### src/pmd_pkg.sv
// shared constants, state codes and carrier structs for the phy data port
package pmd_pkg;

  // core clock and the clock periods the port must present, in ns
  localparam int unsigned CLOCK_PERIOD_NS = 50;
  localparam int unsigned MII_PERIOD_10_NS = 400;
  localparam int unsigned MII_PERIOD_100_NS = 40;
  localparam int unsigned REF_PERIOD_NS = 20;

  // half periods in core cycles; rounded down, never below one cycle
  localparam int unsigned HALF_10_INT = (MII_PERIOD_10_NS / (2 * CLOCK_PERIOD_NS) > 0) ?
    MII_PERIOD_10_NS / (2 * CLOCK_PERIOD_NS) : 1;
  localparam int unsigned HALF_100_INT = (MII_PERIOD_100_NS / (2 * CLOCK_PERIOD_NS) > 0) ?
    MII_PERIOD_100_NS / (2 * CLOCK_PERIOD_NS) : 1;
  localparam int unsigned HALF_REF_INT = (REF_PERIOD_NS / (2 * CLOCK_PERIOD_NS) > 0) ?
    REF_PERIOD_NS / (2 * CLOCK_PERIOD_NS) : 1;
  localparam int unsigned HALF_WIDTH = 8;
  localparam logic [HALF_WIDTH-1:0] HALF_10 = HALF_WIDTH'(HALF_10_INT);
  localparam logic [HALF_WIDTH-1:0] HALF_100 = HALF_WIDTH'(HALF_100_INT);
  localparam logic [HALF_WIDTH-1:0] HALF_REF = HALF_WIDTH'(HALF_REF_INT);

  // mode strap codes and reduced-interface pacing
  localparam logic [2:0] STRAP_MII = 3'h0;
  localparam logic [2:0] STRAP_RMII = 3'h1;
  localparam logic [3:0] RMII_10M_REPEAT = 4'ha;
  localparam logic [3:0] IDLE_NIBBLE = 4'h0;
  localparam logic [1:0] IDLE_DIBIT = 2'h0;

  // receive framer states
  typedef enum logic [1:0] {
    PMD_RX_IDLE = 2'b00,
    PMD_RX_PREAMBLE = 2'b01,
    PMD_RX_DATA = 2'b10
  } pmd_rx_state_t;

  // interface mode held from the last reset
  typedef struct packed {
    logic rmii;
    logic [2:0] code;
  } pmd_mode_t;

  // events and nibbles delivered by the line decoder
  typedef struct packed {
    logic strobe;      // one decoded nibble this cycle
    logic [3:0] nibble;
    logic carrier;     // line energy present
    logic squelch;     // 10 Mbps squelch passed, valid preamble seen
    logic sfd;         // first nibble of the start-of-frame delimiter
    logic eof;         // 10 Mbps end-of-frame marker
    logic startPair;   // 100 Mbps start-of-stream pair
    logic endPair;     // 100 Mbps end-of-stream pair
    logic idleSym;     // 100 Mbps idle symbols
    logic twoZeros;    // 100 Mbps two non-adjacent zeros within ten bits
    logic codeErr;     // symbol or coding error
  } pmd_line_rx_t;

  // nibbles handed to the line encoder
  typedef struct packed {
    logic strobe;
    logic active;
    logic [3:0] nibble;
  } pmd_line_tx_t;

endpackage

### src/pmd_clk_gen.sv
// divider that makes an interface clock level and its rising-edge strobe
`timescale 1ns/100ps
module pmd_clk_gen #(
  parameter int unsigned WIDTH = 8
) (
  input wire logic clock,
  input wire logic rst_n,
  input wire logic [WIDTH-1:0] halfCount,
  output logic level,
  output logic rise
);

  // refuse a counter too narrow to hold any half period
  if (WIDTH < 1) begin : g_bad_width
    $error("pmd_clk_gen: WIDTH must be at least 1");
  end

  typedef struct packed {
    logic [WIDTH-1:0] count;
    logic level;
  } pmd_clk_state_t;

  pmd_clk_state_t st;
  pmd_clk_state_t next_st;
  logic wrap;

  // a half count of zero is treated as one so the clock never stalls
  assign wrap = (st.count + WIDTH'(1) >= halfCount);
  assign level = st.level;
  assign rise = wrap && !st.level;

  // count one half period, then toggle
  always_comb begin
    next_st = st;
    next_st.count = wrap ? '0 : st.count + WIDTH'(1);
    if (wrap) next_st.level = !st.level;
  end

  always_ff @(posedge clock) begin
    if (!rst_n) st <= '0;
    else st <= next_st;
  end

endmodule // pmd_clk_gen

### src/pmd_mode_strap.sv
// catches the mode straps during reset and holds them while running
`timescale 1ns/100ps
module pmd_mode_strap (
  input wire logic clock,
  input wire logic rst_n,
  input wire logic [2:0] strap,
  output pmd_pkg::pmd_mode_t mode
);

  pmd_pkg::pmd_mode_t st;
  pmd_pkg::pmd_mode_t next_st;

  assign mode = st;

  // straps are only looked at while reset is held; later changes are ignored
  always_comb begin
    next_st = st;
    if (!rst_n) begin
      next_st.code = strap;
      next_st.rmii = (strap == pmd_pkg::STRAP_RMII);
    end
  end

  // the reset is synchronous, so the capture is an ordinary clocked load
  always_ff @(posedge clock) begin
    st <= next_st;
  end

endmodule // pmd_mode_strap

### src/pmd_phy_data_port.sv
// phy-side mii / rmii data port between the line codec and the mac
`timescale 1ns/100ps
module pmd_phy_data_port (
  input wire logic clock,
  input wire logic rst_n,
  // straps and operating mode
  input wire logic [2:0] modeStrap,
  input wire logic clockMode50,
  input wire logic speed100,
  input wire logic fullDuplex,
  input wire logic linkUp,
  // line codec side
  input pmd_pkg::pmd_line_rx_t lineRx,
  output pmd_pkg::pmd_line_tx_t lineTx,
  // mii pins
  output logic txClockOut,
  input wire logic txEnable,
  input wire logic [3:0] txData,
  output logic rxClockOut,
  output logic rxClockRecovered,
  output logic rxValid,
  output logic [3:0] rxData,
  output logic rxError,
  output logic carrierSense,
  output logic collision,
  // rmii pins
  output logic refClockOut,
  output logic refClockOutEnable,
  input wire logic rmiiTxEnable,
  input wire logic [1:0] rmiiTxData,
  output logic crsDv,
  output logic [1:0] rmiiRxData,
  output logic rmiiRxError
);

  typedef struct packed {
    pmd_pkg::pmd_rx_state_t rxState;
    logic carrier;
    logic [3:0] holdNibble;
    logic holdFull;
    logic errPending;
    // mii receive pins
    logic rxValid;
    logic [3:0] rxData;
    logic rxError;
    // line transmit
    pmd_pkg::pmd_line_tx_t lineTx;
    // rmii transmit pairing
    logic [1:0] txLowDibit;
    logic txHalf;
    logic [3:0] txRepeat;
    // rmii receive splitting
    logic crsDv;
    logic [1:0] rmiiRxData;
    logic rmiiRxError;
    logic [1:0] rxHighDibit;
    logic rxHalf;
    logic [3:0] rxRepeat;
  } pmd_port_state_t;

  pmd_port_state_t st;
  pmd_port_state_t next_st;
  pmd_pkg::pmd_mode_t mode;
  logic [pmd_pkg::HALF_WIDTH-1:0] miiHalf;
  logic txLevel;
  logic txEdge;
  logic rxLevel;
  logic rxEdge;
  logic refLevel;
  logic refEdge;
  logic popEdge;
  logic rmiiSlot;
  logic rmiiTxSlot;
  logic detect;

  // repeat reload for the reduced interface; zero means every edge
  function automatic logic [3:0] pace(input logic fast);
    pace = fast ? 4'h0 : pmd_pkg::RMII_10M_REPEAT - 4'h1;
  endfunction

  // straps caught at reset only
  pmd_mode_strap u_strap (
    .clock(clock),
    .rst_n(rst_n),
    .strap(modeStrap),
    .mode(mode)
  );

  // mii clocks follow the link speed
  assign miiHalf = speed100 ? pmd_pkg::HALF_100 : pmd_pkg::HALF_10;

  pmd_clk_gen #(.WIDTH(pmd_pkg::HALF_WIDTH)) u_tx_clk (
    .clock(clock),
    .rst_n(rst_n),
    .halfCount(miiHalf),
    .level(txLevel),
    .rise(txEdge)
  );

  pmd_clk_gen #(.WIDTH(pmd_pkg::HALF_WIDTH)) u_rx_clk (
    .clock(clock),
    .rst_n(rst_n),
    .halfCount(miiHalf),
    .level(rxLevel),
    .rise(rxEdge)
  );

  // one reference runs both rmii directions, whatever the clock mode
  pmd_clk_gen #(.WIDTH(pmd_pkg::HALF_WIDTH)) u_ref_clk (
    .clock(clock),
    .rst_n(rst_n),
    .halfCount(pmd_pkg::HALF_REF),
    .level(refLevel),
    .rise(refEdge)
  );

  // clock pins; in mii mode the transmit clock never stops, even between frames; both mii clocks are held low in rmii mode
  assign txClockOut = !mode.rmii && txLevel;
  assign rxClockOut = !mode.rmii && rxLevel;
  // source of the receive clock: 1 = recovered from the line
  assign rxClockRecovered = speed100 ? linkUp : (linkUp && st.carrier);
  // reference out only in 25 MHz mode; left undriven in 50 MHz mode
  assign refClockOutEnable = mode.rmii && !clockMode50;
  assign refClockOut = refClockOutEnable && refLevel;

  // collision is plain logic so it needs neither interface clock
  assign collision = !mode.rmii && !fullDuplex && st.lineTx.active && st.carrier;

  // rmii slots: a paced reference edge, with one pacing count for receive and one for transmit
  assign rmiiSlot = refEdge && (st.rxRepeat == 4'h0);
  assign rmiiTxSlot = refEdge && (st.txRepeat == 4'h0);
  // an rmii slot busy with the high dibit must not empty the hold, or a fresh nibble is lost
  assign popEdge = mode.rmii ? (rmiiSlot && !st.rxHalf) : rxEdge;
  // rmii carrier detect per speed
  assign detect = speed100 ? lineRx.twoZeros : lineRx.squelch;

  assign lineTx = st.lineTx;
  assign rxValid = st.rxValid;
  assign rxData = st.rxData;
  assign rxError = st.rxError;
  assign carrierSense = st.carrier;
  assign crsDv = st.crsDv;
  assign rmiiRxData = st.rmiiRxData;
  assign rmiiRxError = st.rmiiRxError;

  always_comb begin
    next_st = st;
    next_st.lineTx.strobe = 1'b0;

    // ---------------- transmit ----------------
    if (!mode.rmii) begin
      // nibbles are only taken with enable high; idle data is dropped
      if (txEdge) begin
        if (txEnable) begin
          next_st.lineTx.strobe = 1'b1;
          next_st.lineTx.nibble = txData;
          next_st.lineTx.active = 1'b1;
        end else begin
          next_st.lineTx.active = 1'b0;
        end
      end
    end else if (refEdge) begin
      // dibits pair low first; at 10M each dibit is sampled once per ten edges
      if (rmiiTxEnable) begin
        next_st.txRepeat = (st.txRepeat == 4'h0) ? pace(speed100) : st.txRepeat - 4'h1;
        if (rmiiTxSlot) begin
          next_st.lineTx.active = 1'b1;
          if (!st.txHalf) begin
            next_st.txLowDibit = rmiiTxData;
            next_st.txHalf = 1'b1;
          end else begin
            next_st.lineTx.strobe = 1'b1;
            next_st.lineTx.nibble = {rmiiTxData, st.txLowDibit};
            next_st.txHalf = 1'b0;
          end
        end
      end else begin
        // an odd dibit left at frame end is dropped
        next_st.txRepeat = 4'h0;
        next_st.txHalf = 1'b0;
        next_st.lineTx.active = 1'b0;
      end
    end

    // ---------------- receive framer ----------------
    // output side first, so a nibble arriving this cycle is not overwritten
    if (popEdge) begin
      if (st.holdFull) next_st.holdFull = 1'b0;
    end
    unique case (st.rxState)
      pmd_pkg::PMD_RX_IDLE: begin
        if (speed100 && lineRx.startPair) begin
          next_st.carrier = 1'b1;
          next_st.rxState = pmd_pkg::PMD_RX_DATA;
        end else if (!speed100 && lineRx.squelch) begin
          next_st.carrier = 1'b1;
          next_st.rxState = pmd_pkg::PMD_RX_PREAMBLE;
        end
      end
      pmd_pkg::PMD_RX_PREAMBLE: begin
        // 10M preamble is withheld; delivery starts with the delimiter
        if (lineRx.eof || !lineRx.carrier) begin
          next_st.carrier = 1'b0;
          next_st.rxState = pmd_pkg::PMD_RX_IDLE;
        end else if (lineRx.strobe && lineRx.sfd) begin
          next_st.holdNibble = lineRx.nibble;
          next_st.holdFull = 1'b1;
          next_st.rxState = pmd_pkg::PMD_RX_DATA;
        end
      end
      pmd_pkg::PMD_RX_DATA: begin
        if (lineRx.strobe) begin
          next_st.holdNibble = lineRx.nibble;
          next_st.holdFull = 1'b1;
        end
        // an error latched now survives a pop in the same cycle
        if (lineRx.codeErr) next_st.errPending = 1'b1;
        if (speed100 ? (lineRx.endPair || lineRx.idleSym) : lineRx.eof) begin
          next_st.carrier = 1'b0;
          next_st.rxState = pmd_pkg::PMD_RX_IDLE;
        end
      end
      default: begin
        next_st.carrier = 1'b0;
        next_st.rxState = pmd_pkg::PMD_RX_IDLE;
      end
    endcase

    // ---------------- mii receive pins ----------------
    if (!mode.rmii && rxEdge) begin
      if (st.holdFull) begin
        next_st.rxValid = 1'b1;
        next_st.rxData = st.holdNibble;
        next_st.rxError = st.errPending;
        next_st.errPending = lineRx.codeErr && (st.rxState == pmd_pkg::PMD_RX_DATA);
      end else if (st.rxState != pmd_pkg::PMD_RX_DATA) begin
        // frame over and nothing left: drop valid, show idle
        next_st.rxValid = 1'b0;
        next_st.rxData = pmd_pkg::IDLE_NIBBLE;
        next_st.rxError = 1'b0;
      end else begin
        next_st.rxError = 1'b0;
      end
    end

    // ---------------- rmii receive pins ----------------
    if (mode.rmii) begin
      // carrier/valid rises as soon as the detector fires
      if (!st.crsDv && detect) next_st.crsDv = 1'b1;
      if (refEdge) begin
        next_st.rxRepeat = (st.rxRepeat == 4'h0) ? pace(speed100) : st.rxRepeat - 4'h1;
        if (rmiiSlot) begin
          if (st.rxHalf) begin
            next_st.rmiiRxData = st.rxHighDibit;
            next_st.rxHalf = 1'b0;
          end else if (st.holdFull) begin
            next_st.rmiiRxData = st.holdNibble[1:0];
            next_st.rxHighDibit = st.holdNibble[3:2];
            next_st.rxHalf = 1'b1;
            next_st.crsDv = 1'b1;
            next_st.rmiiRxError = st.errPending;
            next_st.errPending = lineRx.codeErr && (st.rxState == pmd_pkg::PMD_RX_DATA);
          end else begin
            // nothing decoded yet, or the frame has drained
            next_st.rmiiRxData = pmd_pkg::IDLE_DIBIT;
            next_st.rmiiRxError = 1'b0;
            if (!lineRx.carrier && st.rxState != pmd_pkg::PMD_RX_DATA) begin
              next_st.crsDv = detect;
              next_st.rxRepeat = 4'h0;
            end
          end
        end
      end
    end
  end

  // one register for all state; synchronous reset to idle
  always_ff @(posedge clock) begin
    if (!rst_n) begin
      st <= '0;
      st.rxState <= pmd_pkg::PMD_RX_IDLE;
    end else begin
      st <= next_st;
    end
  end

endmodule // pmd_phy_data_port

### config.mk
export PLATFORM = sky130hd
export DESIGN_NAME = pmd_phy_data_port
export DESIGN_NICKNAME = d
export VERILOG_FILES = /design/src/pmd_pkg.sv /design/src/pmd_clk_gen.sv /design/src/pmd_mode_strap.sv /design/src/pmd_phy_data_port.sv
export SDC_FILE = /design/constraint.sdc
export NUM_CORES = 1
export LEC_CHECK = 0
export BUFFER_PORTS_ARGS = -buffer_cell sky130_fd_sc_hd__buf_2
export CAP_MARGIN = 0
export CORE_MARGIN = 2
export CORE_UTILIZATION = 50
export DETAILED_ROUTE_END_ITERATION = 8
export PLACE_DENSITY_LB_ADDON = 0.3
export SLEW_MARGIN = 10
export SYNTH_ARGS = -nofsm -noshare
export SYNTH_HDL_FRONTEND = slang
export SYNTH_HIERARCHICAL = 1
export SYNTH_SLANG_ARGS = --single-unit
### constraint.sdc
create_clock -name clock -period 6.1 [get_ports clock]
set_input_delay 1.22 -clock clock [delete_from_list [all_inputs] [get_ports clock]]
set_output_delay 1.22 -clock clock [all_outputs]
set_load 0.01 [all_outputs]
* Word level (Yosys, flattened, before mapping) *
Cells that the tools add are included.

storage, ports and cells
  flip-flop bits (word level) = 67
  bits of input ports = 31
  output and inout port bits = 23

operators by class
  add/subtract/negate cells = 5
  order comparisons = 3
  eq/ne operators = 17
  mux-type cells = 58
  bitwise gates (word level) = 3
  reduce and logical (&&, ||, !) cells = 55

operators with widths
  cell                                                                   number
  4-bit two-way mux                                                      9
  5-bit two-way mux                                                      5
  8-bit by 1-bit adder with 8-bit output, second input constant          3
  6-bit two-way mux                                                      4
  1-bit two-way mux                                                      23
  11-bit two-way mux                                                     2
  1-bit logical AND                                                      21
  2-bit inequality test, second input constant                           10
  3-bit two-way mux                                                      6
  8-bit by 3-bit >= comparator with 1-bit output                         2
  3-bit AND reduction                                                    5
  13-bit two-way mux                                                     1
  1-bit zero test                                                        10
  5-bit one-hot mux with 2 select lines                                  1
  5-bit AND reduction                                                    2
  9-bit two-way mux                                                      1
  3-bit inequality test, second input constant                           3
  3-bit one-hot mux with 3 select lines                                  1
  8-bit by 1-bit >= comparator with 1-bit output, second input constant  1
  4-bit zero test                                                        2
  2-bit two-way mux                                                      4
  4-bit AND reduction                                                    2
  2-bit nonzero test                                                     4
  4-bit by 1-bit subtractor with 4-bit output, second input constant     2
  11 further kinds                                                       17

* Longest topological paths before layout *
Gate-level depths: netlist of the first run.

  word-level depth = 10
  mapped depth = 13

* By module *
Netlist of the first run, hierarchy kept.

modules (own cells, without submodules)
  module             instances  cells each  area an instance (um^2)
  pmd_phy_data_port  1          237         2037.0
  pmd_clk_gen        3          71          664.4
  pmd_mode_strap     1          6           136.4

* Worst setup path before layout of the first run *
OpenSTA, ideal clock, no wires.

  kind = input to register
  start point = input port speed100
  end point = register st, in the netlist lineTx[0]
  library setup time = 0.086 ns
  data arrival time = 3.194 ns
  data required time = 6.014 ns
  path slack = 2.820 ns
  stages on the path = 12
  cell sequence = buf_2 -> inv_1 -> inv_1 -> ha_1 -> o21a_1 -> nor2_1 -> o31ai_4 -> and2_2 -> and2b_1 -> a32oi_4 -> a221oi_1 -> a211oi_1

on the way
  cells in the longest elaborated chain, start to end = 5

ends and longest elaborated chain
  what                                            RTL line                  text
  start: declaration                              pmd_phy_data_port.sv:9    input wire logic speed100,
  3-bit two-way mux                               pmd_phy_data_port.sv:90   assign miiHalf = speed100 ? pmd_pkg::HALF_100 : pmd_pkg::HALF_10;
  via miiHalf (one bit)                           pmd_phy_data_port.sv:64   logic [pmd_pkg::HALF_WIDTH-1:0] miiHalf;
  8-bit by 3-bit >= comparator with 1-bit output  pmd_clk_gen.sv:28         assign wrap = (st.count + WIDTH'(1) >= halfCount);
  1-bit logical AND                               pmd_clk_gen.sv:30         assign rise = wrap && !st.level;
  via txEdge                                      pmd_phy_data_port.sv:66   logic txEdge;
  2-bit nonzero test (no line)                    --
  6-bit AND reduction (no line)                   --
  end signal: assignment                          pmd_phy_data_port.sv:283  st <= next_st;
  end: declaration                                pmd_phy_data_port.sv:61   pmd_port_state_t st;

The timed path passes the listed nets, and every way through them passes these cells.
A chain may end at the register's enable or synchronous reset.

* Final worst setup path of the first run *
  start point = input port speed100
  end point = register st, in the netlist lineTx[0]

on the way
  cells in the longest elaborated chain, start to end = 5

ends and longest elaborated chain
  what                                            RTL line
  3-bit two-way mux                               pmd_phy_data_port.sv:90
  8-bit by 3-bit >= comparator with 1-bit output  pmd_clk_gen.sv:28
  1-bit logical AND                               pmd_clk_gen.sv:30
  via txEdge                                      pmd_phy_data_port.sv:66
  2-bit nonzero test (no line)                    --
  6-bit AND reduction (no line)                   --

The timed path passes the listed nets, and every way through them passes these cells.

==> results of run 1 <==
-- placed cells by master, fill, tap and decap left out, types with 5 or more instances in the layout --
cell type,n
a21oi_1,17
nor3_1,12
a221oi_1,6
nor2b_1,7
clkbuf_8,9
nand3_1,17
nor2_1,30
dfxtp_1,66
xor2_1,9
o21ai_0,13
xnor2_1,9
nand2_1,28
inv_1,46
mux2i_1,10
conb_1,20
a211oi_1,9
o21a_1,7
nor3b_1,19
ha_1,31
buf_2,53
nand2b_1,5
-- per-stage QoR --
step	utilization [%]	hold slack [ps]	instances	cell area (um^2)
finish	58.8	459	620	4590
CTS	58.8	462	620	4590
global route	58.8	484	620	4590
global placement	56.4	442	604	4410
detailed placement	56.4	451	604	4410
floorplan	-	432	471	4140
-- where the power goes --
part	internal, uW	total (uW)	switching, uW
registers	456	476	19.7
clock network	171	352	180
logic	85.0	183	98.1
total	713	1010	298
-- routing by layer --
layer,share of wire (%),vias up,track usage (%)
li1,-,1704,-
met1,45,1561,26.0
met2,50,67,35.9
met3,3.6,13,2.89
met4,1.5,0,7.61
met5,0,-,0
-- worst max-delay path by stage --
stage                         start        end  slack, ps  cells past startpoint
CTS                        speed100  lineTx[0]       2800                     10
finish                     speed100  lineTx[0]       2780                     10
detailed placement         speed100  lineTx[0]       2410                     10
global route        u_ref_clk/st[1]  lineTx[0]       2530                     12
global placement           speed100  lineTx[1]       2530                     10
floorplan                  speed100  lineTx[0]       2820                     12
-- sequential cells by signal, indices dropped and copies added (netlist names) --
name and flops:
u_strap/mode 1, u_rx_clk/level 1, rmiiRxData 2, rxData 4, u_ref_clk/st 8, crsDv 1, u_rx_clk/st 8, u_tx_clk/st 8
rxValid 1, u_tx_clk/level 1, lineTx 6, rmiiRxError 1, st 22, rxError 1, u_ref_clk/level 1, carrierSense 1
-- final cells by class --
class	count	area, um^2	area share [%]
clock buffers	10	149	3.24
clock inverters	6	37.5	0.817
inverters	46	173	3.76
multi-input cells	336	2490	54.2
flip-flops and latches	67	1350	29.4
well taps	102	128	2.78
repair buffers	53	265	5.77
-- critical path, cell delays in order --
cell,delay (ps)
buf_2,210
ha_1,270
nand2b_4,150
a2111oi_4,440
o31ai_4,170
and2_2,240
and2b_1,240
a32oi_4,310
a221oi_1,110
a211oi_1,210
==> flow_metrics.env, run 1 <==
export IMPL_fin_crit_sh_pct=54.4
export IMPL_worstPathArrival_ps=3570
export IMPL_rrSetupSlack_ps=2830
export IMPL_die_x_um=94.3
export IMPL_postSynthCellCount=453
export IMPL_rr_startpoint="u_ref_clk/st[3]"
export IMPL_wl_per_cell_um=13.5
export IMPL_dieArea_um2=8890
export IMPL_routed_wl_um=8390
export IMPL_synth_area_um2=4080
export IMPL_clk_pin_slew_worst_paths_ps=80
export IMPL_ios=54
export IMPL_gp_congestion=0.783
export IMPL_fin_ws_ps=2780
export IMPL_cts_resized=0
export IMPL_cp_end_kind="register"
export IMPL_r2r_end="lineTx[0]"
export IMPL_antenna_found_initial=0
export IMPL_cts_setup_buffers=0
export IMPL_area_growth_pct=12.7
export IMPL_slew_headroom_pct=36.0
export IMPL_worst_pin_slew_ps=959
export IMPL_root_buffer="clkbuf_8"
export IMPL_diodes=0
export IMPL_grt_pass1_wl_um=14800
export IMPL_crit_required_ps=6350
export IMPL_preCtsSetupSlack_ps=2410
export IMPL_die_h_um=94.3
export IMPL_holdPathStages=2
export IMPL_hold_end="st[5]"
export IMPL_path_class="input pin to register"
export IMPL_cp_max_fo=12
export IMPL_holdBufCountCts=0
export IMPL_cts_buffers=9
export IMPL_setup_viol=0
export IMPL_nNetsFinal=575
export IMPL_min_from="st[5]"
export IMPL_fp_coreArea_um2=7810
export IMPL_grt_pass1_vias=3330
export IMPL_port_buffers=53
export IMPL_drtIter0Drc=125
export IMPL_power_density_nw_per_um2=220
export IMPL_drv_cap=0
export IMPL_clk_latency_ps=350
export IMPL_synth_warnings=6
export IMPL_max_freq_ghz=0.302
export IMPL_syn_area_per_cell_um2=9.00
export IMPL_rsz0062_at_grt="false"
export IMPL_cts_buffer_depth=2
export IMPL_vdd_ir_drop_max_mv=0.102
export IMPL_dp_final_hpwl_um=6490
export IMPL_critPathLaunchType="input pin"
export IMPL_first_pass_iters=4
export IMPL_nFillCells=693
export IMPL_via_per_inst=5.40
export IMPL_hold_viol=0
export IMPL_min_period_ps=3320
export IMPL_vias=3345
export IMPL_drv_slew=0
export IMPL_start_util_pct=52.2
export IMPL_row_count=32
export IMPL_grt_max_degree=33
export IMPL_cts_sinks=67
export IMPL_cts_tree="yes"
export IMPL_setup_tns_ps=0
export IMPL_leakagePower_uw=0.00193
export IMPL_overflow=0
export IMPL_p_total_uw=1010
export IMPL_ant_nets=0
export IMPL_drc=0
export IMPL_status="complete, no violations"
export IMPL_fin_skew_ps=9.66
export IMPL_hold_class="register to register"
export IMPL_r2r_cells=12
export IMPL_drive_gt1_share_pct=19.1
export IMPL_grtUsageTotal_pct=20.7
export IMPL_cts_max_level=3
(Power assumes the default switching activity.)
==> inputs of run 2 (changes only) <==
--- a/config.mk
+++ b/config.mk
@@ -5,6 +5,7 @@
 export SDC_FILE = /design/constraint.sdc
 export NUM_CORES = 1
 export LEC_CHECK = 0
+export ABC_AREA = 1
 export BUFFER_PORTS_ARGS = -buffer_cell sky130_fd_sc_hd__buf_2
 export CAP_MARGIN = 0
 export CORE_MARGIN = 2
==> constraint.sdc (replaced) <==
create_clock -name clock -period 3 [get_ports clock]
set_input_delay 0.6 -clock clock [delete_from_list [all_inputs] [get_ports clock]]
set_output_delay 0.6 -clock clock [all_outputs]
set_load 0.01 [all_outputs]
==> run 2 against run 1 <==
  * Clock skew grew 0.97 ps
  * Flip-flop and latch count is the same
  * Synthesized cell count grew 25%
  * Clock-buffer cell count grew 2
  * Worst hold slack lost 14 ps
  * Critical endpoint is now st[17]
  * Largest power group unchanged
==> flow_metrics.env, run 2 <==
export IMPL_slew_headroom_pct=48.1
export IMPL_row_count=32
export IMPL_cts_tree="yes"
export IMPL_cp_max_fo=9
export IMPL_cts_sinks=67
export IMPL_numPlacedInstances=724
export IMPL_setup_viol=0
export IMPL_vdd_ir_drop_max_mv=0.306
export IMPL_worstPathArrival_ps=2910
export IMPL_clk_latency_ps=350
export IMPL_rsz0062_at_grt="false"
export IMPL_area_growth_pct=14.2
export IMPL_grt_pass1_wl_um=14600
export IMPL_drv_slew=0
export IMPL_routed_wl_um=8140
export IMPL_nNetsFinal=695
export IMPL_min_period_ps=2620
export IMPL_antenna_found_initial=0
export IMPL_dieArea_um2=8730
export IMPL_grtUsageTotal_pct=20.9
export IMPL_drv_cap=0
export IMPL_wl_per_cell_um=11.0
export IMPL_layout_cells_most_common="nand2_1"
export IMPL_syn_area_per_cell_um2=7.05
export IMPL_synth_warnings=6
export IMPL_fin_skew_ps=10.6
export IMPL_holdPathStages=1
export IMPL_path_class="register to register"
export IMPL_cp_depth=18
export IMPL_ant_nets=0
export IMPL_cpMostUsedCell="nand2_1"
export IMPL_r2r_cells=18
export IMPL_fin_crit_sh_pct=87.3
export IMPL_rr_startpoint="u_ref_clk/st[1]"
export IMPL_port_buffers=53
export IMPL_cp_end_kind="register"
export IMPL_worst_pin_slew_ps=778
export IMPL_drtIter0Drc=105
export IMPL_hold_class="register to register"
export IMPL_drive_gt1_share_pct=17.6
export IMPL_leakagePower_uw=0.00238
export IMPL_cts_buffers=9
export IMPL_cts_max_level=3
export IMPL_ios=54
export IMPL_via_per_inst=4.77
export IMPL_setup_tns_ps=0
export IMPL_first_pass_iters=4
export IMPL_cp_slowest_cell="dfxtp_2"
export IMPL_crit_buf_inv=3
export IMPL_hold_viol=0
export IMPL_cpPeakStageDelay_ps=360
export IMPL_die_h_um=93.4
export IMPL_power_density_nw_per_um2=481
export IMPL_overflow=0
export IMPL_vias=3530
export IMPL_largest_reg_flops=22
export IMPL_fp_coreArea_um2=7730
export IMPL_critPathLaunchType="register"
export IMPL_synth_area_um2=4000
export IMPL_min_from="u_ref_clk/st[1]"
export IMPL_grt_max_degree=25
export IMPL_most_common_layout_cells="nand2_1 (123), inv_1 (90), nor2_1 (69), dfxtp_1 (65), buf_2 (53)"
export IMPL_clk_pin_slew_worst_paths_ps=70
export IMPL_die_x_um=93.4
export IMPL_drc=0
export IMPL_start_util_pct=51.7
export IMPL_cts_buffer_depth=2
export IMPL_crit_required_ps=3290
export IMPL_stdcell_count=740
export IMPL_gp_congestion=0.900
export IMPL_grt_pass1_vias=3417
export IMPL_status="complete, no violations"
export IMPL_max_freq_ghz=0.382
export IMPL_critPathLaunch="u_ref_clk/st[1]"
export IMPL_dp_final_hpwl_um=6430
export IMPL_diodes=0
export IMPL_crit_family="simple AND/OR/NAND/NOR gates"
export IMPL_largest_register="st"
export IMPL_postSynthCellCount=567
export IMPL_crit_chain="ha_1 -> nand3_1 -> nand3b_1 -> xor2_1 -> inv_1 -> ha_1 -> nand2_1 -> nor2_1 -> nand2_1 -> nand2_1 -> nand2_1 -> inv_2 -> nand2_4 -> inv_4 -> nand2_1 -> nor2_1 -> o21ai_0 -> nor2_1"
export IMPL_root_buffer="clkbuf_8"
run 2: layer usage:
metal,routed length (um),share of wire (%),track usage (%),vias to the layer above
met5,0,0,0,-
met4,81,1.0,8.21,0
met2,3980,49,36.6,75
met3,421,5.2,5.00,8
li1,-,-,-,1883
met1,3650,45,24.4,1564
run 2: path summary, 6_finish.rpt:
kind,endpoint,slack (ps)
worst max-delay path,st[17],380
worst min-delay path,u_ref_clk/st[1],440
worst max register to register,st[17],380
worst min register to register,u_ref_clk/st[1],440
run 2: worst reg2reg max path, stage by stage, from the launching register on:
cell	delay (ps)
dfxtp_2	360
ha_1	190
nand3_1	110
nand3b_1	180
xor2_1	180
inv_1	70
ha_1	270
nand2_1	60
nor2_1	100
nand2_1	90
nand2_1	70
nand2_1	70
inv_2	110
nand2_4	110
inv_4	150
nand2_1	120
nor2_1	140
o21ai_0	90
nor2_1	100
run 2: repair_timing:
action,4_1_cts,5_1_grt
setup buffers,0,0
hold buffers,0,0
setup endpoints to repair,0,13
hold endpoints to repair,0,0
resized for setup,0,2
run 2: layout make-up:
class | count | area, um^2
fillers | 731 | 3160
well taps | 102 | 128
flip-flops and latches | 67 | 1350
repair buffers | 55 | 280
clock buffers | 12 | 165
inverters | 99 | 377
multi-input cells | 401 | 2220
clock inverters | 4 | 47.5
run 2: per-stage QoR:
stage | utilization (%) | area, um^2 | setup WS, ps | hold slack, ps | power (uW)
2_1_floorplan | - | 4070 | 510 | 440 | 1300
3_3_place_gp | 56.3 | 4350 | 324 | 451 | 1400
6_report | 59.1 | 4570 | 382 | 445 | 2200
4_1_cts | 59.1 | 4570 | 235 | 466 | 2220
3_5_place_dp | 56.3 | 4350 | 261 | 453 | 1420
5_1_grt | 59.1 | 4570 | 28.3 | 468 | 2330
run 2: power breakdown:
group / switching (uW) / leakage, uW / internal, uW
combinational: 259 / 0.00173 / 154
sequential: 49.6 / 0.000544 / 939
clock: 348 / 0.000108 / 449
total: 656 / 0.00238 / 1540
==> inputs of run 3 (changes only) <==
--- a/config.mk
+++ b/config.mk
@@ -9,11 +9,10 @@
 export BUFFER_PORTS_ARGS = -buffer_cell sky130_fd_sc_hd__buf_2
 export CAP_MARGIN = 0
 export CORE_MARGIN = 2
-export CORE_UTILIZATION = 50
+export CORE_UTILIZATION = 51
 export DETAILED_ROUTE_END_ITERATION = 8
 export PLACE_DENSITY_LB_ADDON = 0.3
 export SLEW_MARGIN = 10
 export SYNTH_ARGS = -nofsm -noshare
 export SYNTH_HDL_FRONTEND = slang
-export SYNTH_HIERARCHICAL = 1
 export SYNTH_SLANG_ARGS = --single-unit
==> run 3 against run 2 <==
  * Power shrank 1.4%
  * Synthesized cell count down 17%
  * Cell count fell by 17%
  * Worst hold slack improved by 14 ps
  * Clock power shrank 8.4%
  * Register-to-register slack improved by 440 ps
  * Critical endpoint is now lineTx[4]
  * Flip-flop and latch count stayed put
  * Highest routed layer unchanged
  * Cell area down 15%
==> flow_metrics.env, run 3 <==
export IMPL_clk_latency_ps=350
export IMPL_max_freq_ghz=0.460
export IMPL_leakagePower_uw=0.00189
export IMPL_nFillCells=605
export IMPL_rsz0062_at_grt="false"
export IMPL_yosys_area_share_xor_xnor_pct=1.30
export IMPL_fin_crit_sh_pct=72.5
export IMPL_postSynthCellCount=468
export IMPL_fp_coreArea_um2=6390
export IMPL_syn_area_per_cell_um2=7.20
export IMPL_use_met2_pct=33.0
export IMPL_synth_area_um2=3370
export IMPL_most_common_layout_cells="nand2_1 (107), dfxtp_1 (66), inv_1 (62), buf_2 (53), nor2_1 (52)"
export IMPL_stdcell_count=611
export IMPL_drv_cap=0
export IMPL_crit_chain="ha_1 -> nand2_1 -> inv_1 -> nor2_1 -> ha_1 -> o21ai_0 -> nand3_1 -> nor2_1 -> nand3b_2 -> nand4_1 -> nand2_1 -> inv_1 -> a21oi_1"
export IMPL_row_count=29
export IMPL_largest_register="st"
export IMPL_worstPathArrival_ps=2390
export IMPL_cp_end_kind="register"
export IMPL_hold_class="register to register"
export IMPL_setup_tns_ps=0
export IMPL_synth_top_flop_cell="dfxtp_1"
export IMPL_synth_seq_area_share_pct=40.1
export IMPL_setup_viol=0
export IMPL_cts_sinks=67
export IMPL_drc=0
export IMPL_drv_slew=0
export IMPL_synth_warnings=0
export IMPL_ys_ff_latch=67
export IMPL_power_density_nw_per_um2=561
export IMPL_clk_pin_slew_worst_paths_ps=80
export IMPL_cts_max_level=3
export IMPL_grt_pass1_wl_um=11600
export IMPL_final_area_um2=3860
export IMPL_hold_viol=0
export IMPL_cp_slowest_cell="dfxtp_1"
export IMPL_largest_reg_flops=22
export IMPL_diodes=0
export IMPL_layout_cells_most_common="nand2_1"
export IMPL_yosysMostFrequentCell="nand2_1"
export IMPL_gp_congestion=0.858
export IMPL_worst_pin_slew_ps=533
export IMPL_synth_top_cell_area_share_pct=39.2
export IMPL_synth_adder_area_share_pct=5.20
export IMPL_ios=54
export IMPL_cts_resized=0
export IMPL_die_h_um=85.3
export IMPL_dp_final_hpwl_um=5250
export IMPL_cts_setup_buffers=0
export IMPL_wl_per_cell_um=11.3
export IMPL_cts_tree="yes"
export IMPL_p_sw_share_pct=31.1
export IMPL_via_per_inst=5.00
export IMPL_synth_edf_count=1
export IMPL_synthSimpleGateAreaFrac_pct=31.1
export IMPL_drive_gt1_share_pct=16.7
export IMPL_cp_max_fo=9
export IMPL_crit_required_ps=3210
export IMPL_use_met1_pct=23.6
export IMPL_synthTopCellsByArea="dfxtp_1 (39%), nand2_1 (12%), inv_1 (6.9%)"
export IMPL_grt_busiest_layer="met2"
export IMPL_power_switching_uw=675
export IMPL_status="complete, no violations"
export IMPL_first_pass_iters=4
export IMPL_rrSetupSlack_ps=820
export IMPL_synth_top_area_cell="dfxtp_1"
export IMPL_cts_buffers=9
export IMPL_dieArea_um2=7280
export IMPL_async_reset_ff_share_pct=0
export IMPL_overflow=0
export IMPL_yosysUniqueCellTypes=39
export IMPL_cts_buffer_depth=2
export IMPL_synth_common_cells="nand2_1 (107), dfxtp_1 (66), inv_1 (62), nor2_1 (52), a21oi_1 (36)"
export IMPL_synthMuxAreaShare_pct=0
export IMPL_numPlacedInstances=595
export IMPL_vdd_ir_drop_max_mv=0.406
export IMPL_slew_headroom_pct=64.1
export IMPL_antenna_found_initial=0
export IMPL_start_util_pct=52.8
export IMPL_holdBufCountCts=0
export IMPL_power_frac_comb_pct=19.6
export IMPL_grt_max_degree=20
export IMPL_seqPwrFrac_pct=46.8
export IMPL_root_buffer="clkbuf_8"
export IMPL_grt_util_met3_pct=6.03
export IMPL_p_clk_share_pct=33.7
export IMPL_min_period_ps=2180
export IMPL_grtUsageTotal_pct=20.0
export IMPL_area_growth_pct=14.6
export IMPL_synth_compound_area_share_pct=10.9
export IMPL_path_class="register to register"
export IMPL_fin_skew_ps=9.59
export IMPL_die_x_um=85.3
export IMPL_vias=3052
export IMPL_port_buffers=53
export IMPL_routed_wl_um=6900
export IMPL_drtIter0Drc=127
export IMPL_critPathLaunchType="register"
export IMPL_grt_pass1_vias=2773
export IMPL_synth_top_family_by_area="simple AND/OR/NAND/NOR gates"
export IMPL_p_int_uw=1490
export IMPL_cpPeakStageDelay_ps=400
export IMPL_dpl_cell_area_um2=3670
export IMPL_ant_nets=0
export IMPL_nNetsFinal=574
==> run 3: cell families (layout without fill, tap and decap cells) <==
group           count (synthesis)  in the layout
xor+xnor                        5              5
simple gates                  226            226
other cells                     1             16
buf+inv                        86            137
fa+ha+maj                      14             14
compound gates                 69             69
flops                          67             67
==> run 3: worst paths after layout <==
| path | from | endpoint | depth (start not counted) |
|---|---|---|---|
| worst min-delay path | rxValid | rxValid | 2 |
| worst max register to register | u_tx_clk.st[1] | lineTx[4] | 13 |
| worst min register to register | rxValid | rxValid | 2 |
| worst max-delay path | u_tx_clk.st[1] | lineTx[4] | 13 |
==> run 3: layer usage <==
metal	part of all wire (%)	vias up	wire length (um)
met3	5.7	13	392
met5	0	-	0
met4	1.9	0	131
li1	-	1603	-
met1	45	1364	3110
met2	47	72	3270
==> run 3: area by class of cell <==
cell class | instances | area, um^2 | share of cell area (%)
multi-input cells | 330 | 1700 | 43.9
flip-flops and latches | 67 | 1350 | 35.0
repair buffers | 55 | 280 | 7.25
inverters | 66 | 248 | 6.41
clock buffers | 9 | 124 | 3.21
well taps | 77 | 96.3 | 2.49
clock inverters | 7 | 68.8 | 1.78
==> run 3: power by group through the flow <==
stage | sequential [uW] | combinational (uW) | clock [uW]
floorplan | 1020 | 318 | 0
global placement | 1030 | 412 | 0
detailed placement | 1030 | 421 | 0
CTS | 1010 | 425 | 749
global route | 1020 | 486 | 783
finish | 1010 | 424 | 730
==> run 3: critical path, delay by kind of cell, from the launching register on <==
family	cells	cell delay (ps)
flops	1	400
fa+ha+maj	2	490
compound gates	2	140
simple gates	7	850
buf+inv	2	150
==> run 3: stage by stage <==
stage          hold WS [ps]  total power [uW]  utilization, %  worst slack, ps
2_1_floorplan           433              1340               -             1130
3_3_place_gp            446              1440            57.5              780
3_5_place_dp            451              1460            57.5              734
4_1_cts                 463              2190            60.5              828
5_1_grt                 477              2290            60.5              551
6_report                459              2170            60.5              825
